--- src/hdl/sswd_pkg.sv ---
// Constants for the host-side controller of the supply supervisor.
// Assumes a 125 MHz core clock; times are kept in their own units.
package sswd_pkg;
  localparam int CLK_MHZ              = 125;
  localparam int MANUAL_MIN_PULSE_NS  = 1000;
  localparam int ACTIVITY_MIN_HOLD_NS = 100;
  localparam int SUPPLY_FALL_US       = 30;
  // Least times round up to whole cycles
  localparam int MANUAL_MIN_CYC =
    (MANUAL_MIN_PULSE_NS * CLK_MHZ + 999) / 1000;
  localparam int ACTIVITY_HOLD_CYC =
    (ACTIVITY_MIN_HOLD_NS * CLK_MHZ + 999) / 1000;
  localparam int SUPPLY_FALL_CYC = SUPPLY_FALL_US * CLK_MHZ;
  localparam int CNT_W = 24;
  localparam int SYNC_STAGES = 3;
  // Default strobe interval in cycles, well below any watchdog timeout
  localparam int STROBE_PERIOD_CYC = 12500;
endpackage : sswd_pkg

--- src/hdl/sswd_host.sv ---
// Host-side controller facing the supply supervisor's pins.
// Assumes the reset line is open drain with an external pull-up and
// that the supervisor's inputs are sampled asynchronously to this clock.
module sswd_host
  import sswd_pkg::*;
#(
  parameter int STROBE_PERIOD = sswd_pkg::STROBE_PERIOD_CYC,
  parameter int MANUAL_CYC    = sswd_pkg::MANUAL_MIN_CYC
) (
  input  wire logic core_clk_i,
  input  wire logic nrst_i,
  input  wire logic clk_en_i,
  input  wire logic manual_req_i,      // Pulse: request a manual reset
  input  wire logic strobe_en_i,       // Level: keep watchdog fed
  input  wire logic assert_reset_i,    // Level: host pulls reset line
  input  wire logic reset_line_i,      // Sampled level of shared reset line
  output logic      manual_reset_in_n_o,
  output logic      manual_reset_oe_o,
  output logic      activity_strobe_in_o,
  output logic      activity_oe_o,
  output logic      reset_line_o,
  output logic      reset_line_oe_o,
  output logic      target_in_reset_o,
  output logic      manual_busy_o
);
  import sswd_pkg::*;

  // Step a counter down by one and rest at zero
  function automatic logic [CNT_W-1:0] dec_sat(input logic [CNT_W-1:0] v);
    logic [CNT_W-1:0] r;
    r = v;
    if (v != '0) begin
      r = v - 1'b1;
    end
    return r;
  endfunction : dec_sat

  // Counter load that never falls below a least count
  function automatic logic [CNT_W-1:0] floor_load(input int want, input int least);
    int r;
    r = want;
    if (want < least) begin
      r = least;
    end
    return CNT_W'(r);
  endfunction : floor_load

  // The two late sync stages hold the same level
  function automatic logic stages_agree(input logic [SYNC_STAGES-1:0] s);
    return s[SYNC_STAGES-1] == s[SYNC_STAGES-2];
  endfunction : stages_agree

  // Counter loads; a parameter set too small is raised to the least legal
  // count, so a misconfigured instance still meets the pin timing
  localparam logic [CNT_W-1:0] MAN_LOAD = floor_load(MANUAL_CYC, MANUAL_MIN_CYC);
  localparam logic [CNT_W-1:0] STB_LOAD = floor_load(STROBE_PERIOD, ACTIVITY_HOLD_CYC);
  localparam logic [CNT_W-1:0] MAN_LAST = CNT_W'(1);

  // Reset line synchroniser and the filtered level
  logic [SYNC_STAGES-1:0] rst_sync;
  logic [SYNC_STAGES-1:0] next_rst_sync;
  logic                   seen_low;
  logic                   next_seen_low;

  // Manual pulse width counter and drive
  logic [CNT_W-1:0]       man_cnt;
  logic [CNT_W-1:0]       next_man_cnt;
  logic                   man_drv;
  logic                   next_man_drv;

  // Strobe interval counter, level and enable
  logic [CNT_W-1:0]       stb_cnt;
  logic [CNT_W-1:0]       next_stb_cnt;
  logic                   stb_lvl;
  logic                   next_stb_lvl;
  logic                   stb_oe;
  logic                   next_stb_oe;

  // Host sink on the shared reset line
  logic                   rst_drv;
  logic                   next_rst_drv;

  // Reset line sampling: newest stage takes the pin, the others shift up.
  // The line is asynchronous to this clock; a single stage could go
  // metastable, so only a level that two settled stages agree on counts.
  always_comb begin
    next_rst_sync = {rst_sync[SYNC_STAGES-2:0], reset_line_i};
    next_seen_low = seen_low;
    // Stages two and three agree: take their level
    if (stages_agree(rst_sync)) begin
      next_seen_low = ~rst_sync[SYNC_STAGES-1];           // Low line, target held
    end
  end

  // Line sampling registers; stages start at the pulled-up idle level so
  // that no false low is seen straight after reset
  always_ff @(posedge core_clk_i) begin
    if (!nrst_i) begin
      rst_sync <= '1;
      seen_low <= 1'b0;
    end else if (clk_en_i) begin
      rst_sync <= next_rst_sync;
      seen_low <= next_seen_low;
    end
  end

  // Manual pulse: sink the input for the full width and refuse requests
  // meanwhile, so a second request can never stretch or split a pulse.
  // A pulse shorter than the least width could be taken as a glitch.
  always_comb begin
    next_man_cnt = dec_sat(man_cnt);
    next_man_drv = man_drv;
    // Last counted cycle: let the pull-up take the input back high
    if (man_cnt <= MAN_LAST) begin
      next_man_drv = 1'b0;
    end
    // A request is only taken while idle; a busy one is dropped
    if (manual_req_i && !man_drv) begin
      next_man_cnt = MAN_LOAD;
      next_man_drv = 1'b1;
    end
  end

  // Manual pulse registers
  always_ff @(posedge core_clk_i) begin
    if (!nrst_i) begin
      man_cnt <= '0;
      man_drv <= 1'b0;
    end else if (clk_en_i) begin
      man_cnt <= next_man_cnt;
      man_drv <= next_man_drv;
    end
  end

  // Strobe: toggle well inside the watchdog interval, float when disabled.
  // Each level is held for a whole load, never under the least hold, so
  // every toggle is seen as a valid edge by the far side.
  always_comb begin
    next_stb_lvl = stb_lvl;
    next_stb_oe  = strobe_en_i;
    next_stb_cnt = dec_sat(stb_cnt);
    if (!strobe_en_i) begin
      // Disabled: three-state the pin and rearm a full interval
      next_stb_cnt = STB_LOAD;
    end else if (stb_cnt == '0) begin
      // Interval used up: flip the level and start the next one
      next_stb_lvl = ~stb_lvl;
      next_stb_cnt = STB_LOAD;
    end
  end

  // Strobe registers; the pin starts three-stated
  always_ff @(posedge core_clk_i) begin
    if (!nrst_i) begin
      stb_cnt <= '0;
      stb_lvl <= 1'b0;
      stb_oe  <= 1'b0;
    end else if (clk_en_i) begin
      stb_cnt <= next_stb_cnt;
      stb_lvl <= next_stb_lvl;
      stb_oe  <= next_stb_oe;
    end
  end

  // Reset line: only ever sink low, never drive high, so the supervisor
  // and the host can share the line through one pull-up
  always_comb begin
    next_rst_drv = assert_reset_i;
  end

  // Reset line drive register; released while in reset
  always_ff @(posedge core_clk_i) begin
    if (!nrst_i) begin
      rst_drv <= 1'b0;
    end else if (clk_en_i) begin
      rst_drv <= next_rst_drv;
    end
  end

  // Pins: enables come straight from flip-flops; data of the open-drain
  // pins is a fixed low, the enable alone decides whether the pin sinks
  assign manual_reset_in_n_o  = 1'b0;
  assign manual_reset_oe_o    = man_drv;
  assign activity_strobe_in_o = stb_lvl;
  assign activity_oe_o        = stb_oe;
  assign reset_line_o         = 1'b0;
  assign reset_line_oe_o      = rst_drv;
  assign target_in_reset_o    = seen_low;
  assign manual_busy_o        = man_drv;
endmodule : sswd_host

--- config.mk ---
export PLATFORM = sky130hd
export DESIGN_NAME = sswd_host
export DESIGN_NICKNAME = d
export VERILOG_FILES = /design/src/hdl/sswd_pkg.sv /design/src/hdl/sswd_host.sv
export SDC_FILE = /design/constraint.sdc
export NUM_CORES = 1
export LEC_CHECK = 0
export ABC_CLOCK_PERIOD_IN_PS = 4200
export BUFFER_PORTS_ARGS = -buffer_cell sky130_fd_sc_hd__buf_4
export CORE_MARGIN = 3
export CORE_UTILIZATION = 60
export CTS_BUF_LIST = sky130_fd_sc_hd__clkbuf_8 sky130_fd_sc_hd__clkbuf_16
export DETAILED_ROUTE_END_ITERATION = 8
export GPL_ROUTABILITY_DRIVEN = 0
export PLACE_DENSITY = 0.78
export SLEW_MARGIN = 20
export SYNTH_ARGS = -nofsm -noshare
export SYNTH_HDL_FRONTEND = slang
export SYNTH_SLANG_ARGS = --single-unit
export TNS_END_PERCENT = 30
--- constraint.sdc ---
create_clock -name core_clk_i -period 4.2 [get_ports core_clk_i]
set_clock_uncertainty 0.1 [all_clocks]
set_input_delay 0.84 -clock core_clk_i [delete_from_list [all_inputs] [get_ports core_clk_i]]
set_output_delay 0.84 -clock core_clk_i [all_outputs]
set_load 0.03 [all_outputs]
==> metrics.txt <==
# TYPE chip_impl_metric gauge
chip_impl_metric{name="wl_met3",unit="µm"} 341
chip_impl_metric{name="synth.yosys.warnings",unit=""} 0
chip_impl_metric{name="grt_start_max_net_pins",unit=""} 34
chip_impl_metric{name="timing.max_cap.violations",unit=""} 0
chip_impl_metric{name="hold_viol",unit=""} 0
chip_impl_metric{name="cts-resized-gates",unit=""} 0
chip_impl_metric{name="synth_sequential_area_ratio",unit="%"} 39.33
chip_impl_metric{name="synth_edf_count",unit=""} 0
chip_impl_metric{name="first_pass_grt_wire_length",unit="mm"} 10.11
chip_impl_info{name="worst_hold_path_type",value="register to register"} 1
chip_impl_metric{name="post_drt_wl_per_cell",unit="µm"} 15.41
chip_impl_metric{name="cts_max_level",unit=""} 2
chip_impl_info{name="critical_path_class",value="register to register"} 1
chip_impl_metric{name="post_synth_inst_count",unit=""} 337
chip_impl_info{name="routed.top_layer",value="met4"} 1
chip_impl_metric{name="clock_latency",unit="ns"} 0.31
chip_impl_metric{name="cell_internal_pwr",unit="µW"} 965.7
chip_impl_metric{name="share_clk_of_total_power",unit="%"} 22.9
chip_impl_metric{name="grt_pass1_vias",unit=""} 2164
chip_impl_info{name="run_status",value="finished clean"} 1
chip_impl_metric{name="number_of_buffers_created_by_cts",unit=""} 5
chip_impl_metric{name="yosys_register_bits",unit=""} 56
chip_impl_metric{name="timing_worst_slew_pin_value",unit="ns"} 0.8207
chip_impl_metric{name="clock_pin_slew_of_the_registers_on_the_worst_case_setup_and_hold_paths",unit="ns"} 0.10
chip_impl_metric{name="netlist_area_pre_place",unit="µm²"} 2850
chip_impl_metric{name="grt_usage",unit="%"} 22.80
chip_impl_metric{name="finalCritPeriodShare",unit="%"} 66.44
chip_impl_metric{name="totalWireLength",unit="mm"} 6.058
chip_impl_metric{name="slew_headroom",unit="%"} 44.78
chip_impl_metric{name="achievable_freq",unit="MHz"} 358.4
chip_impl_metric{name="place.detailed.hpwl",unit="mm"} 4.230
chip_impl_metric{name="dr.pass1.iters",unit=""} 4
chip_impl_metric{name="boundaryPins",unit=""} 15
chip_impl_metric{name="wl_met1",unit="mm"} 3.065
chip_impl_info{name="start_kind",value="register"} 1
chip_impl_metric{name="timing.setup.tns",unit="ns"} 0
chip_impl_metric{name="rrSetupSlack",unit="ns"} 1.41
chip_impl_metric{name="worstPathRequired",unit="ns"} 4.31
chip_impl_metric{name="hold_buffer_count_at_cts",unit=""} 0
chip_impl_info{name="grt_setup_unrepaired",value="no"} 1
chip_impl_metric{name="crit_path_max_fanout",unit=""} 16
chip_impl_metric{name="die_area",unit="µm²"} 5614
chip_impl_info{name="most_common_cell_after_layout_fill_and_taps_aside",value="dfxtp_1"} 1
chip_impl_metric{name="post_route_cells_drive_above_1_share",unit="%"} 8.211
chip_impl_metric{name="total_switching_power",unit="µW"} 551.7
chip_impl_info{name="clock-root-buffer",value="clkbuf_8"} 1
chip_impl_metric{name="initial_core_util",unit="%"} 63.70
chip_impl_info{name="critical_path.cell_chain",value="nor4_1 > nand4_1 > o21ai_4 > o41ai_1 > a31oi_1"} 1
chip_impl_metric{name="fillerInstances",unit=""} 377
chip_impl_metric{name="antenna_cells",unit=""} 0
chip_impl_metric{name="synth_async_sr_flop_share",unit="%"} 0
chip_impl_metric{name="yosysUniqueCellTypes",unit=""} 55
chip_impl_metric{name="fin_ws",unit="ns"} 1.410
chip_impl_metric{name="power.share.combinational",unit="%"} 31.6
chip_impl_info{name="worst_setup_path_end_kind",value="register"} 1
chip_impl_metric{name="fin_worst_hold_slack",unit="ns"} 0.3712
chip_impl_metric{name="slowest_delay",unit="ns"} 0.74
chip_impl_metric{name="switching_share",unit="%"} 36.36
chip_impl_metric{name="synthesis.area_per_instance",unit="µm²"} 8.458
chip_impl_metric{name="dr_wl_met2",unit="mm"} 2.610
chip_impl_metric{name="post-cts-setup-buffers",unit=""} 0
chip_impl_metric{name="static-leakage-power",unit="µW"} 0.001159
chip_impl_info{name="most-common-layout-cells",value="dfxtp_1 (56), a21oi_1 (32), nand2_1 (21), nor2_1 (21), or4_1 (16)"} 1
chip_impl_metric{name="floorplan.die.height",unit="µm"} 74.93
chip_impl_metric{name="tritoncts_num_sinks",unit=""} 56
chip_impl_metric{name="quantity_of_i_o_buffers_inserted_on_ports",unit=""} 12
chip_impl_metric{name="critPathArrivalTime",unit="ns"} 2.90
chip_impl_metric{name="finalMaxSlewViolations",unit=""} 0
chip_impl_metric{name="finalCriticalPeriod",unit="ns"} 2.790
chip_impl_metric{name="core-area",unit="µm²"} 4474
chip_impl_metric{name="grt_antenna_before_repair",unit=""} 0
chip_impl_metric{name="flow.area_growth_from_synthesis",unit="%"} 6.102
chip_impl_metric{name="die_w",unit="µm"} 74.93
chip_impl_metric{name="finalSetupViolations",unit=""} 0
chip_impl_metric{name="drt-vias-per-instance",unit=""} 6.351
chip_impl_metric{name="final_antenna_net_count",unit=""} 0
chip_impl_info{name="tritoncts_clock_tree",value="done"} 1
chip_impl_metric{name="dp_slack",unit="ns"} 1.507
chip_impl_metric{name="vdd_ir_drop_max",unit="µV"} 310.9
chip_impl_metric{name="drc",unit=""} 0
chip_impl_info{name="synth_ff_type",value="dfxtp_1"} 1
chip_impl_metric{name="drtIter0Drc",unit=""} 181
chip_impl_metric{name="vias",unit=""} 2496
chip_impl_metric{name="rows",unit=""} 24
chip_impl_metric{name="power-per-cell-area",unit="nW/µm²"} 501.8
chip_impl_info{name="crit_slowest_cell",value="nor4_1"} 1
chip_impl_metric{name="grt_remaining_overflow",unit=""} 0
chip_impl_metric{name="finalNetCount",unit=""} 352
chip_impl_metric{name="share_seq_of_total_power",unit="%"} 45.5
chip_impl_metric{name="cts_buffer_depth",unit=""} 2
-- metrics by stage --
step           cell area (µm²)  util, %  total power, µW  cells
4_1_cts                   3024    67.59             1515    393
5_1_grt                   3024    67.59             1619    393
3_3_place_gp              2917    65.18             1157    385
2_1_floorplan             2854        -             1079    338
6_report                  3024    67.59             1517    393
3_5_place_dp              2917    65.18             1172    385
-- worst max-delay path: cells and delay by family (launching register included) --
kind	cells	cell delay, ns
DFF	1	0.36
and+or+nand+nor	2	1.37
AOI/OAI and AO/OA	3	0.88
-- path summary, 6_finish.rpt --
kind	startpoint	endpoint	cells after the start
max	man_cnt[4]$_SDFFE_PN0P_	man_cnt[3]$_SDFFE_PN0P_	5
min reg2reg	man_cnt[11]$_SDFFE_PN0P_	man_cnt[11]$_SDFFE_PN0P_	2
max reg2reg	man_cnt[4]$_SDFFE_PN0P_	man_cnt[3]$_SDFFE_PN0P_	5
min	man_cnt[11]$_SDFFE_PN0P_	man_cnt[11]$_SDFFE_PN0P_	2
-- registers in the layout, indices dropped and copies added (netlist names) --
signal,count
target_in_reset_o,1
reset_line_oe_o,1
manual_busy_o,1
man_cnt,24
activity_strobe_in_o,1
rst_sync,3
stb_cnt,24
activity_oe_o,1
-- cells by family (layout without fill, tap and decap cells) --
group / after synthesis / in the layout / share of synthesized area, %
simple gates: 125 / 125 / 24.32
xor+xnor: 8 / 8 / 2.458
compound gates: 111 / 111 / 25.42
mux: 4 / 4 / 1.449
flops: 56 / 56 / 39.33
other cells: 1 / 2 / 0.1316
buf+inv: 27 / 30 / 4.697
fa+ha+maj: 5 / 5 / 2.195
-- area by class of cell --
| cell class | count | area, µm² | area share [%] |
|---|---|---|---|
| sequential | 56 | 1121 | 37.07 |
| clock inverter | 3 | 38.79 | 1.283 |
| clock buffer | 5 | 68.82 | 2.276 |
| tap | 52 | 65.06 | 2.151 |
| multi-input combinational | 255 | 1599 | 52.88 |
| timing repair buffer | 13 | 97.59 | 3.227 |
| inverter | 9 | 33.78 | 1.117 |
-- per-layer routing --
metal	vias up	global-route usage, %
met5	-	0
met4	0	5.336
met3	5	4.272
met2	55	34.24
met1	1159	33.80
li1	1277	-
-- cells in the mapped netlist, drive strengths merged, types with 8 or more instances --
master	n	area [µm²]
inv	8	30.03
o21ai	25	136.4
a21oi	32	160.2
or4	16	120.1
dfxtp	56	1121
nor3	15	75.07
or3	12	77.57
a31oi	12	75.07
clkbuf	11	41.29
nand2	21	78.83
o31ai	8	60.06
nor2	21	78.83
nor4	8	50.05
-- power groups by stage --
stage | sequential, µW | clock [µW] | combinational [µW]
floorplan | 684 | 0 | 395
global placement | 696 | 0 | 461
detailed placement | 699 | 0 | 473
CTS | 688 | 350 | 477
global route | 704 | 374 | 541
finish | 691 | 347 | 480
Power figures use the tool's default switching activity.
